$ cat config.mk
export PLATFORM = sky130hd
export DESIGN_NAME = motion_supervisor
export DESIGN_NICKNAME = d
export VERILOG_FILES = /design/src/motion_supervisor.v
export VERILOG_INCLUDE_DIRS = /design/src
export SDC_FILE = /design/constraint.sdc
export NUM_CORES = 2
export LEC_CHECK = 0
export BUFFER_PORTS_ARGS = -buffer_cell sky130_fd_sc_hd__buf_4
export CORE_UTILIZATION = 55
export CTS_BUF_LIST = sky130_fd_sc_hd__clkbuf_16
export CTS_CLUSTER_DIAMETER = 50
export DETAILED_ROUTE_END_ITERATION = 10
export PLACE_DENSITY = 0.79
export RECOVER_POWER = 50
export REMOVE_ABC_BUFFERS = 1
export SLEW_MARGIN = 40
export SYNTH_ARGS = -nofsm -noshare
export SYNTH_HDL_FRONTEND = slang
export SYNTH_SLANG_ARGS = --single-unit
$ cat constraint.sdc
create_clock -name CLK_SYS -period 27 [get_ports CLK_SYS]
set_input_delay 1.35 -clock CLK_SYS [delete_from_list [all_inputs] [get_ports CLK_SYS]]
set_output_delay 1.35 -clock CLK_SYS [all_outputs]
set_load 0.05 [all_outputs]
$ cat src/motion_supervisor_map.vh
// Purpose: register map, field positions, reset values for the motion supervisor
// Assumes: APB slave, 32-bit data, one word per register
// Notes: byte offsets
`ifndef MOTION_SUPERVISOR_MAP_VH
`define MOTION_SUPERVISOR_MAP_VH

`define REG_CTRL 8'h00
`define REG_RATE 8'h04
`define REG_HOLD_TIME 8'h08
`define REG_ERR_LIMIT 8'h0C
`define REG_RAMP_UP 8'h10
`define REG_RAMP_DOWN 8'h14
`define REG_STATUS 8'h18
`define REG_POS_ERR 8'h1C

`define CTRL_CHECK_EN 0
`define CTRL_RAMP_UP_EN 1
`define CTRL_RAMP_DOWN_EN 2
`define CTRL_SYNC_PROG 3
`define CTRL_ZERO_REQ 4

`define ST_ERR_FAULT 0
`define ST_NO_FAULT 1
`define ST_SYNC_ACTIVE 2
`define ST_SYNC_UP 3
`define ST_SYNC_AT_RATIO 4
`define ST_SYNC_DOWN 5
`define ST_SYNC_DONE 6
`define ST_HOLD_EFF 7
`define ST_ZERO_REQ 8

`define RATE_RESET 16'h0064
`define RATE_UNITY 16'h0064
`define SYNC_FULL 16'hFFFF
`define HOLD_TIME_RESET 16'h0064
`define RAMP_STEP_RESET 16'h0100

`endif

$ cat src/motion_supervisor.v
// Purpose: hold/rate time base, position error check and electronic gearing supervisor
// Assumes: every CLK_SYS edge is one trajectory update; position in signed 32-bit counts
// Notes: time increment per update = TIME_INC / (100 * HOLD_SPAN); HOLD_SPAN = 0 means full rate
//
// Overview of operation
// - hold decelerates over exact ramp time, move pending
// - hold release reaccelerates over same ramp time
// - held index keeps velocity, then finishes
// - hold hits index, home, program, program jog
// - rate disable runs index/home unscaled
// - time scales by percent, reset 100
// - new percent applies next update
// - position error is command minus feedback, readable
// - fault when checked |error| exceeds limit
// - no-fault ignores travel limit and enable
// - ramp-up step applied only while ramping up
// - ramping-up flag from start until at-ratio
// - assignment activate is level, stops without ramp
// - at-ratio flag shows follower at ratio
// - done flag after stop, until restart
// - active flag throughout gearing, even stationary
// - ramp-down step after gearing off if enabled
// - ramping-down flag from off until done
// - zero request loads feedback, self-clears at zero
//
// Design decisions made here: the register offsets and the APB slave port.
`timescale 1ns/1ns
`include "motion_supervisor_map.vh"

module motion_supervisor #(
	parameter POS_W = 32
) (
	// clock and reset
	input wire CLK_SYS,
	input wire SYS_RST,
	// apb slave
	input wire PSEL,
	input wire PENABLE,
	input wire PWRITE,
	input wire [7:0] PADDR,
	input wire [31:0] PWDATA,
	output reg [31:0] PRDATA,
	output reg PREADY,
	output reg PSLVERR,
	// motion sources
	input wire HOLD_IN,
	input wire RATE_SCALE_DISABLE,
	input wire MOVE_INDEX,
	input wire MOVE_HOME,
	input wire MOVE_PROGRAM,
	input wire MOVE_JOG,
	input wire JOG_FROM_PROGRAM,
	input wire SYNC_ACTIVATE,
	input wire ZERO_ERR_REQ,
	// position and faults
	input wire [POS_W-1:0] POS_COMMAND,
	input wire [POS_W-1:0] POS_FEEDBACK,
	input wire OTHER_FAULT,
	input wire TRAVEL_LIMIT_FAULT,
	// to trajectory generator and drive
	output reg [31:0] TIME_INC,
	output reg [15:0] HOLD_SPAN,
	output reg INDEX_VEL_FREEZE,
	output reg CMD_LOAD,
	output reg [POS_W-1:0] CMD_LOAD_VALUE,
	output reg [15:0] SYNC_SCALE,
	output reg SYNC_ACTIVE,
	output reg SYNC_RAMP_UP,
	output reg SYNC_AT_RATIO,
	output reg SYNC_RAMP_DOWN,
	output reg SYNC_DONE,
	output reg ERR_FAULT,
	output reg NO_FAULT_STATUS
);

	localparam [4:0] S_IDLE = 5'h01;
	localparam [4:0] S_UP = 5'h02;
	localparam [4:0] S_RUN = 5'h04;
	localparam [4:0] S_DOWN = 5'h08;
	localparam [4:0] S_DONE = 5'h10;

	// software registers
	reg check_en_q;
	reg ramp_up_en_q;
	reg ramp_down_en_q;
	reg sync_prog_q;
	reg [15:0] rate_pct_q;
	reg [15:0] hold_time_q;
	reg [POS_W-1:0] err_limit_q;
	reg [15:0] up_step_q;
	reg [15:0] down_step_q;

	// internal state
	reg [15:0] hold_cnt_q;
	reg [15:0] hold_cnt_d;
	reg [4:0] sync_state_q;
	reg [4:0] sync_state_d;
	reg [15:0] sync_lvl_q;
	reg [15:0] sync_lvl_d;
	reg sync_on_q;
	reg act_was_q;
	reg zero_req_q;
	reg [POS_W-1:0] pos_err_q;

	wire wr_en;
	wire rd_en;
	wire addr_ok;
	reg [31:0] rd_data;

	wire [POS_W-1:0] pos_err;
	wire [POS_W-1:0] pos_err_abs;
	wire hold_eff;
	wire [15:0] eff_pct;
	wire sync_on;
	wire sync_start;

	assign wr_en = PSEL & PENABLE & PREADY & PWRITE;
	assign rd_en = PSEL & ~PENABLE & ~PWRITE;
	assign addr_ok = (PADDR == `REG_CTRL) | (PADDR == `REG_RATE) | (PADDR == `REG_HOLD_TIME) |
		(PADDR == `REG_ERR_LIMIT) | (PADDR == `REG_RAMP_UP) | (PADDR == `REG_RAMP_DOWN) |
		(PADDR == `REG_STATUS) | (PADDR == `REG_POS_ERR);

	// error is recomputed every update so reads never lag more than one cycle
	assign pos_err = POS_COMMAND - POS_FEEDBACK;
	assign pos_err_abs = pos_err[POS_W-1] ? (~pos_err + {{(POS_W-1){1'b0}}, 1'b1}) : pos_err;

	// a jog started by hand keeps running through a hold
	assign hold_eff = HOLD_IN & (MOVE_INDEX | MOVE_HOME | MOVE_PROGRAM |
		(MOVE_JOG & JOG_FROM_PROGRAM));

	assign eff_pct = (RATE_SCALE_DISABLE & (MOVE_INDEX | MOVE_HOME)) ?
		`RATE_UNITY : rate_pct_q;

	// assignment level or program initiate both run gearing
	assign sync_on = SYNC_ACTIVATE | sync_prog_q;
	assign sync_start = sync_on & ~sync_on_q;

	// apb register block
	always @(posedge CLK_SYS) begin
		if (SYS_RST) begin
			PREADY <= 1'b0;
			PSLVERR <= 1'b0;
			PRDATA <= 32'h00000000;
			check_en_q <= 1'b0;
			ramp_up_en_q <= 1'b0;
			ramp_down_en_q <= 1'b0;
			sync_prog_q <= 1'b0;
			rate_pct_q <= `RATE_RESET;
			hold_time_q <= `HOLD_TIME_RESET;
			err_limit_q <= {POS_W{1'b0}};
			up_step_q <= `RAMP_STEP_RESET;
			down_step_q <= `RAMP_STEP_RESET;
		end else begin
			// one access cycle: ready rises in the first access phase
			PREADY <= PSEL & ~PENABLE;
			PSLVERR <= PSEL & ~PENABLE & ~addr_ok;
			if (rd_en) begin
				PRDATA <= rd_data;
			end
			if (wr_en) begin
				case (PADDR)
				`REG_CTRL: begin
					check_en_q <= PWDATA[`CTRL_CHECK_EN];
					ramp_up_en_q <= PWDATA[`CTRL_RAMP_UP_EN];
					ramp_down_en_q <= PWDATA[`CTRL_RAMP_DOWN_EN];
					sync_prog_q <= PWDATA[`CTRL_SYNC_PROG];
				end
				`REG_RATE: begin
					rate_pct_q <= PWDATA[15:0];
				end
				`REG_HOLD_TIME: begin
					hold_time_q <= PWDATA[15:0];
				end
				`REG_ERR_LIMIT: begin
					err_limit_q <= PWDATA[POS_W-1:0];
				end
				`REG_RAMP_UP: begin
					up_step_q <= PWDATA[15:0];
				end
				`REG_RAMP_DOWN: begin
					down_step_q <= PWDATA[15:0];
				end
				default: begin
				end
				endcase
			end
		end
	end

	always @* begin
		rd_data = 32'h00000000;
		case (PADDR)
		`REG_CTRL: begin
			rd_data[`CTRL_CHECK_EN] = check_en_q;
			rd_data[`CTRL_RAMP_UP_EN] = ramp_up_en_q;
			rd_data[`CTRL_RAMP_DOWN_EN] = ramp_down_en_q;
			rd_data[`CTRL_SYNC_PROG] = sync_prog_q;
			rd_data[`CTRL_ZERO_REQ] = zero_req_q;
		end
		`REG_RATE: begin
			rd_data[15:0] = rate_pct_q;
		end
		`REG_HOLD_TIME: begin
			rd_data[15:0] = hold_time_q;
		end
		`REG_ERR_LIMIT: begin
			rd_data[POS_W-1:0] = err_limit_q;
		end
		`REG_RAMP_UP: begin
			rd_data[15:0] = up_step_q;
		end
		`REG_RAMP_DOWN: begin
			rd_data[15:0] = down_step_q;
		end
		`REG_STATUS: begin
			rd_data[`ST_ERR_FAULT] = ERR_FAULT;
			rd_data[`ST_NO_FAULT] = NO_FAULT_STATUS;
			rd_data[`ST_SYNC_ACTIVE] = SYNC_ACTIVE;
			rd_data[`ST_SYNC_UP] = SYNC_RAMP_UP;
			rd_data[`ST_SYNC_AT_RATIO] = SYNC_AT_RATIO;
			rd_data[`ST_SYNC_DOWN] = SYNC_RAMP_DOWN;
			rd_data[`ST_SYNC_DONE] = SYNC_DONE;
			rd_data[`ST_HOLD_EFF] = hold_eff;
			rd_data[`ST_ZERO_REQ] = zero_req_q;
		end
		`REG_POS_ERR: begin
			rd_data[POS_W-1:0] = pos_err_q;
		end
		default: begin
			rd_data = 32'h00000000;
		end
		endcase
	end

	// hold factor walks one step per update, so the stop takes exactly hold_time_q updates
	always @* begin
		hold_cnt_d = hold_cnt_q;
		if (hold_cnt_q > hold_time_q) begin
			hold_cnt_d = hold_time_q;
		end else if (hold_eff) begin
			if (hold_cnt_q != 16'h0000) begin
				hold_cnt_d = hold_cnt_q - 16'h0001;
			end
		end else if (hold_cnt_q != hold_time_q) begin
			hold_cnt_d = hold_cnt_q + 16'h0001;
		end
	end

	always @(posedge CLK_SYS) begin
		if (SYS_RST) begin
			hold_cnt_q <= `HOLD_TIME_RESET;
			TIME_INC <= 32'h00000000;
			HOLD_SPAN <= 16'h0000;
			INDEX_VEL_FREEZE <= 1'b0;
		end else begin
			hold_cnt_q <= hold_cnt_d;
			HOLD_SPAN <= hold_time_q;
			// zero ramp time: hold is an immediate stop, release an immediate resume
			if (hold_time_q == 16'h0000) begin
				TIME_INC <= hold_eff ? 32'h00000000 : {16'h0000, eff_pct};
			end else begin
				TIME_INC <= {16'h0000, eff_pct} * {16'h0000, hold_cnt_d};
			end
			// move stays pending; index velocity is held, not cleared
			INDEX_VEL_FREEZE <= hold_eff & MOVE_INDEX;
		end
	end

	// gearing state machine
	always @* begin
		sync_state_d = sync_state_q;
		sync_lvl_d = sync_lvl_q;
		case (sync_state_q)
		S_IDLE, S_DONE: begin
			if (sync_start) begin
				if (ramp_up_en_q) begin
					sync_state_d = S_UP;
					sync_lvl_d = 16'h0000;
				end else begin
					sync_state_d = S_RUN;
					sync_lvl_d = `SYNC_FULL;
				end
			end
		end
		S_UP: begin
			if (~sync_on) begin
				sync_state_d = S_DONE;
				sync_lvl_d = 16'h0000;
			end else if (up_step_q >= (`SYNC_FULL - sync_lvl_q)) begin
				sync_state_d = S_RUN;
				sync_lvl_d = `SYNC_FULL;
			end else begin
				sync_lvl_d = sync_lvl_q + up_step_q;
			end
		end
		S_RUN: begin
			// dropping the assignment level stops at once when program initiate is off; a program stop may ramp
			if (~sync_on) begin
				if (ramp_down_en_q & ~act_was_q) begin
					sync_state_d = S_DOWN;
				end else begin
					sync_state_d = S_DONE;
					sync_lvl_d = 16'h0000;
				end
			end
		end
		S_DOWN: begin
			if (sync_on) begin
				sync_state_d = ramp_up_en_q ? S_UP : S_RUN;
				sync_lvl_d = ramp_up_en_q ? sync_lvl_q : `SYNC_FULL;
			end else if (down_step_q >= sync_lvl_q) begin
				sync_state_d = S_DONE;
				sync_lvl_d = 16'h0000;
			end else begin
				sync_lvl_d = sync_lvl_q - down_step_q;
			end
		end
		default: begin
			sync_state_d = S_IDLE;
			sync_lvl_d = 16'h0000;
		end
		endcase
	end

	always @(posedge CLK_SYS) begin
		if (SYS_RST) begin
			sync_state_q <= S_IDLE;
			sync_lvl_q <= 16'h0000;
			sync_on_q <= 1'b0;
			act_was_q <= 1'b0;
			SYNC_SCALE <= 16'h0000;
			SYNC_ACTIVE <= 1'b0;
			SYNC_RAMP_UP <= 1'b0;
			SYNC_AT_RATIO <= 1'b0;
			SYNC_RAMP_DOWN <= 1'b0;
			SYNC_DONE <= 1'b0;
		end else begin
			sync_state_q <= sync_state_d;
			sync_lvl_q <= sync_lvl_d;
			sync_on_q <= sync_on;
			act_was_q <= SYNC_ACTIVATE;
			SYNC_SCALE <= sync_lvl_d;
			SYNC_ACTIVE <= (sync_state_d == S_UP) | (sync_state_d == S_RUN) |
				(sync_state_d == S_DOWN);
			SYNC_RAMP_UP <= (sync_state_d == S_UP);
			SYNC_AT_RATIO <= (sync_state_d == S_RUN);
			SYNC_RAMP_DOWN <= (sync_state_d == S_DOWN);
			SYNC_DONE <= (sync_state_d == S_DONE);
		end
	end

	// position error, fault and zero request
	always @(posedge CLK_SYS) begin
		if (SYS_RST) begin
			pos_err_q <= {POS_W{1'b0}};
			zero_req_q <= 1'b0;
			ERR_FAULT <= 1'b0;
			NO_FAULT_STATUS <= 1'b1;
			CMD_LOAD <= 1'b0;
			CMD_LOAD_VALUE <= {POS_W{1'b0}};
		end else begin
			pos_err_q <= pos_err;
			// a new request wins over the release in the same cycle
			if (ZERO_ERR_REQ | (wr_en & (PADDR == `REG_CTRL) & PWDATA[`CTRL_ZERO_REQ])) begin
				zero_req_q <= 1'b1;
			end else if (pos_err == {POS_W{1'b0}}) begin
				zero_req_q <= 1'b0;
			end
			CMD_LOAD <= zero_req_q & (pos_err != {POS_W{1'b0}});
			CMD_LOAD_VALUE <= POS_FEEDBACK;
			// sticky fault: detection wins over a write-one clear
			if (check_en_q & (pos_err_abs > err_limit_q)) begin
				ERR_FAULT <= 1'b1;
			end else if (wr_en & (PADDR == `REG_STATUS) & PWDATA[`ST_ERR_FAULT]) begin
				ERR_FAULT <= 1'b0;
			end
			// travel limit is deliberately left out of this status
			NO_FAULT_STATUS <= ~(ERR_FAULT | OTHER_FAULT);
		end
	end

endmodule

; ---- After elaboration in Yosys (flattened, before gate mapping)
; Cells that the tools add are included.
[word_totals]
reg_bits = 295
input_bits = 120
elab_cells = 154
[op_classes]
addsub = 7
mul = 1
n_lt_le_gt_ge = 4
n_eq_ne = 21
muxes = 35
bitwise_logic = 40
reduce_logical = 15
[ops]
columns = cell, n
row1 = 16-bit 2-to-1 mux, 15
row2 = 32-bit 2-to-1 mux, 2
row3 = 16-bit case mux with 4 select lines, 1
row4 = 7-bit case mux with 6 select lines, 1
row5 = 5-bit case mux with 8 select lines, 1
row6 = 5-bit 2-to-1 mux, 7
row7 = "32-bit by 1-bit adder with 32-bit output, second input constant", 1
row8 = "8-bit by 5-bit == test with 1-bit output, second input constant", 4
row9 = 16-bit >= comparator, 2
row10 = 32-bit greater-than comparator, 1
row11 = 32-bit zero test, 1
row12 = 16-bit by 16-bit multiplier with 32-bit output, 1
row13 = 32-bit NOT, 1
row14 = 16-bit case mux with 2 select lines, 1
row15 = 32-bit nonzero test, 1
row16 = 32-bit subtractor, 1
row17 = 4-bit case mux with 7 select lines, 1
row18 = 5-bit case mux with 4 select lines, 1
row19 = 1-bit AND, 18
row20 = "16-bit by 1-bit adder with 16-bit output, second input constant", 1
row21 = 16-bit adder, 1
row22 = "8-bit by 4-bit == test with 1-bit output, second input constant", 2
row23 = 16-bit greater-than comparator, 1
row24 = 16-bit zero test, 1
row25 = 22 further kinds, 56

; ---- Logic depth before layout (Yosys ltp)
[logic_depth]
word_depth = 10
mapped_depth = 36
ltp_nobuf = 34

; ---- Worst setup path before layout
; No wires, ideal clock.
[synth_timing]
path_type = input to register
start = input MOVE_JOG
end = register TIME_INC[31]
setup_ns = 0.080
arrival_ns = 8.693
slack_ns = 18.227
stages = 32
path_cell_list = a211o_1 > o21a_1 > nor2_1 > nand2_1 > nor3_1 > a21oi_1 > xor2_1 > mux2i_1 > clkbuf_1 > nand2_1 > fa_1 > inv_1 > fa_1 > inv_1 > fa_1 > inv_1 > fa_1 > fa_1 > inv_1 > fa_1 > inv_1 > ha_1 > a21o_1 > a21o_1 > a21o_1 > a211oi_1 > o32a_1 > o311ai_1 > a31o_2 > o311a_1 > o21ai_0 > nor3b_1
[synth_via]
elab_chain_cells = 7
[synth_lines]
columns = item, line
row1 = from (decl), motion_supervisor.v:51  ; input wire MOVE_JOG,
row2 = 1-bit AND, motion_supervisor.v:129  ; (MOVE_JOG & JOG_FROM_PROGRAM));
row3 = 1-bit OR, motion_supervisor.v:128  ; assign hold_eff = HOLD_IN & (MOVE_INDEX | MOVE_HOME | MOVE_PROGRAM |
row4 = 1-bit AND, motion_supervisor.v:128
row5 = 16-bit 2-to-1 mux, motion_supervisor.v:240  ; end else if (hold_eff) begin
row6 = 16-bit 2-to-1 mux, motion_supervisor.v:238  ; if (hold_cnt_q > hold_time_q) begin
row7 = 16-bit by 16-bit multiplier with 32-bit output, motion_supervisor.v:262  ; TIME_INC <= {16'h0000, eff_pct} * {16'h0000, hold_cnt_d};
row8 = 32-bit 2-to-1 mux, motion_supervisor.v:259  ; if (hold_time_q == 16'h0000) begin
row9 = to (signal assigned), motion_supervisor.v:260  ; TIME_INC <= hold_eff ? 32'h00000000 : {16'h0000, eff_pct};
row10 = to (signal assigned), motion_supervisor.v:262
row11 = to (decl), motion_supervisor.v:61  ; output reg [31:0] TIME_INC,
; Every way passes these cells.
; A chain may end at the register's enable or synchronous reset.

; ---- Worst setup path in the final report
[layout_timing]
start = register hold_time_q[1]
end = register TIME_INC[30]
[layout_via]
elab_chain_cells = 6
[layout_lines]
columns = item, line
row1 = from (decl), motion_supervisor.v:88  ; reg [15:0] hold_time_q;
row2 = from (signal assigned), motion_supervisor.v:149  ; hold_time_q <= `HOLD_TIME_RESET;
row3 = from (signal assigned), motion_supervisor.v:172  ; hold_time_q <= PWDATA[15:0];
row4 = "parallel branches: the longest is 5 deep, another holds 16-bit by 16-bit multiplier with 32-bit output", -
row5 = 32-bit 2-to-1 mux (*), motion_supervisor.v:259
; Every way passes the cells marked *.

==> flow_metrics.py <==
metrics = {
    "cells_and_area": {
        "final_layout_size_suffix_gt1_share_pct": 8.37,
        "nFillCells": 3836,
        "layout-area-overhead-vs-synth_pct": 13.0,
        "nNetsFinal": 3777,
    },
    "sta": {
        "relSlewSlack_pct": -261,
        "fmax_mhz": 101,
        "finalSetupViolCount": 0,
        "fin_skew_ns": 0.0206,
        "period_needed_ns": 9.89,
        "rsz0062_at_grt": "no",
        "finalMaxSlewViolations": 223,
        "holdWs_ns": 0.474,
        "tns_ns": 0,
        "post-route-period-util_pct": 36.6,
        "worst_pin_slew_ns": 5.42,
        "hold_violations": 0,
    },
    "clock_tree": {
        "cts_buffers": 39,
        "clkSlewWorstSetupHoldPaths_ns": 0.06,
        "cts_resized": 0,
        "cts_buffer_depth": 3,
        "clkSinkCount": 295,
        "h-tree-depth": 2,
        "cts_tree": "built",
        "cts_setup_buffers": 0,
        "clock_latency_ns": 0.58,
        "cts_hold_buf": 0,
        "cts_root_buf": "clkbuf_16",
    },
    "global_routing": {
        "grt_pass1_wl_um": 120000,
        "grt_remaining_overflow": 0,
        "grt_max_degree": 112,
        "grt.total_usage_pct": 32.4,
        "antenna_found_initial": 2,
        "grt_pass1_vias": 22722,
    },
    "place": {
        "dp_hpwl_um": 56900,
        "place_congestion": 0.952,
        "io_buffers": 257,
    },
    "synth": {
        "ys_seq_elements": 295,
        "ys_types": 93,
        "synth_compound_area_share_pct": 16.7,
        "synth_mux_area_share_pct": 1.58,
        "syn_area_mm2": 0.0249,
        "ys_warn_count": 0,
        "synth_top_family_by_area": "adder cells",
        "synth_area_leaders": "dfxtp_1 (24%), fa_1 (16%), ha_1 (11%)",
        "synthSimpleGateAreaFrac_pct": 18.9,
        "ys.flop_type": "dfxtp_1",
        "synth.most_common_cell": "nand2_1",
        "async_flop_share_pct": 0,
        "synth_edf_count": 0,
        "synth_top_cell_area_share_pct": 23.7,
        "syn_area_per_cell_um2": 8.14,
        "synth_top_area_cell": "dfxtp_1",
        "synthTopCellsByCount": "nand2_1 (393), inv_1 (367), nor2_1 (355)",
        "syn_inst": 3058,
        "ys_seq_area_share_pct": 23.7,
        "synthAdderAreaFrac_pct": 26.9,
        "synth_xor_xnor_area_share_pct": 4.50,
    },
    "setup_path": {
        "slowest_delay_ns": 0.72,
        "start_kind": "flop",
        "cp_data_arrival_time_ns": 10.32,
        "end_kind": "flop",
        "cpMostUsedCell": "fa_1",
        "r2r_cells": 34,
        "crit_slowest_cell": "o41ai_1",
        "crit_type": "reg -> reg",
        "cp.required_ns": 27.42,
        "crit_path_max_fanout": 16,
    },
    "die": {
        "die_area_mm2": 0.0461,
        "die_h_um": 215,
        "start_util_pct": 56.0,
        "core_mm2": 0.0444,
        "rows": 77,
        "fp.dieW_um": 215,
        "ios": 259,
    },
    "drt": {
        "wl_per_cell_um": 19.3,
        "drt_iter0_drc": 2024,
        "via_count": 22596,
        "via_per_inst": 5.85,
        "ant_nets": 0,
        "drcViolationCount": 0,
        "drtPass1Iterations": 6,
        "routed_wl_um": 74800,
    },
    "run_status": {
        "status": "complete, but fails checks",
        "violations": "capacitance limit, slew limit",
    },
    "worst_hold_path": {
        "hold_path_depth": 2,
        "hold_path_class": "reg -> reg",
    },
    "power_and_ir_drop": {
        "leakage_nw": 12.4,
        "total_power_w": 0.00190,
        "powerDensity_mw_per_mm2": 67.5,
        "irDropWorstVdd_uv": 58.2,
    },
    "run": {
        "max_cap_violations": 3,
    },
}
[per-stage QoR]
stage / cell area [µm²] / cells / setup slack, ns / utilization [%]
after floorplan: 24300 / 2924 / 17.09 / -
final: 28100 / 3865 / 17.11 / 63.3
after global routing: 28100 / 3865 / 16.62 / 63.3
after global placement: 27200 / 3792 / 16.87 / 61.3
after CTS: 28600 / 3864 / 17.14 / 64.5
after detailed placement: 27200 / 3792 / 16.85 / 61.3
[flip-flops by register name, summed over array words and instances, names as in the netlist, 5 cells and up]
signal and count:
sync_state_q 5, hold_time_q 16, hold_cnt_q 16, down_step_q 16, TIME_INC 32, err_limit_q 32
pos_err_q 32, rate_pct_q 16, CMD_LOAD_VALUE 32, up_step_q 16, sync_lvl_q 16, HOLD_SPAN 16
PRDATA 32
[cell type report]
class | instances | area, µm² | share of cell area [%]
clock buffer | 39 | 976 | 3.47
multi-input combinational | 2262 | 17200 | 61.0
timing repair buffer | 276 | 1540 | 5.47
antenna | 1 | 2.50 | 0.00890
tap | 592 | 741 | 2.64
inverter | 367 | 1380 | 4.90
sequential | 295 | 5910 | 21.0
clock inverter | 33 | 417 | 1.48
[placed cells by master, fill, tap and decap left out, types with 28 or more instances in the layout]
cell and instances:
clkbuf_1 142, a22oi_1 42, nand3_1 33, o21ai_0 80, clkbuf_16 39, nand4_1 28
and2_1 47, nor2b_1 30, buf_4 134, fa_1 197, a21oi_1 248, xor2_1 43
xnor2_1 74, nor2_1 350, ha_1 219, a21o_1 54, dfxtp_1 295, nor3_1 49
nand2_1 392, inv_1 369, a31oi_1 29
[cell families after synthesis]
kind of cell / count (synthesis)
compound gates: 642
xor+xnor: 123
simple gates: 1050
buf+inv: 501
flops: 295
fa+ha+maj: 416
mux: 31
[where the power goes]
group / internal [W] / switching (W) / leakage, nW
clock network: 0.000338 / 0.000223 / 0.681
registers: 0.000464 / 0.0000191 / 2.41
logic: 0.000332 / 0.000521 / 9.28
[path summary, 6_finish.rpt]
check        slack, ns             from         endpoint
max              17.11   hold_time_q[1]     TIME_INC[30]
min               0.47  err_limit_q[18]  err_limit_q[18]
max reg2reg      17.11   hold_time_q[1]     TIME_INC[30]
min reg2reg       0.47  err_limit_q[18]  err_limit_q[18]
[critical path: cells and delay by family, from the launching register on]
family | cells | cell delay (ns)
compound gates | 14 | 3.79
xor+xnor | 1 | 0.17
fa+ha+maj | 8 | 3.71
buf+inv | 6 | 0.99
flops | 1 | 0.45
mux | 1 | 0.24
simple gates | 4 | 0.35
[metal layers]
metal / vias to the layer above / share of wire, % / wire length [µm] / GRT usage (%)
li1: 10584 / - / - / -
met1: 10770 / 42 / 31300 / 43.1
met2: 1049 / 45 / 33300 / 51.2
met3: 191 / 9.2 / 6860 / 6.16
met4: 2 / 4.5 / 3330 / 14.4
met5: - / 0.012 / 9 / 0
Note: power is estimated with default switching activity, not from simulation.
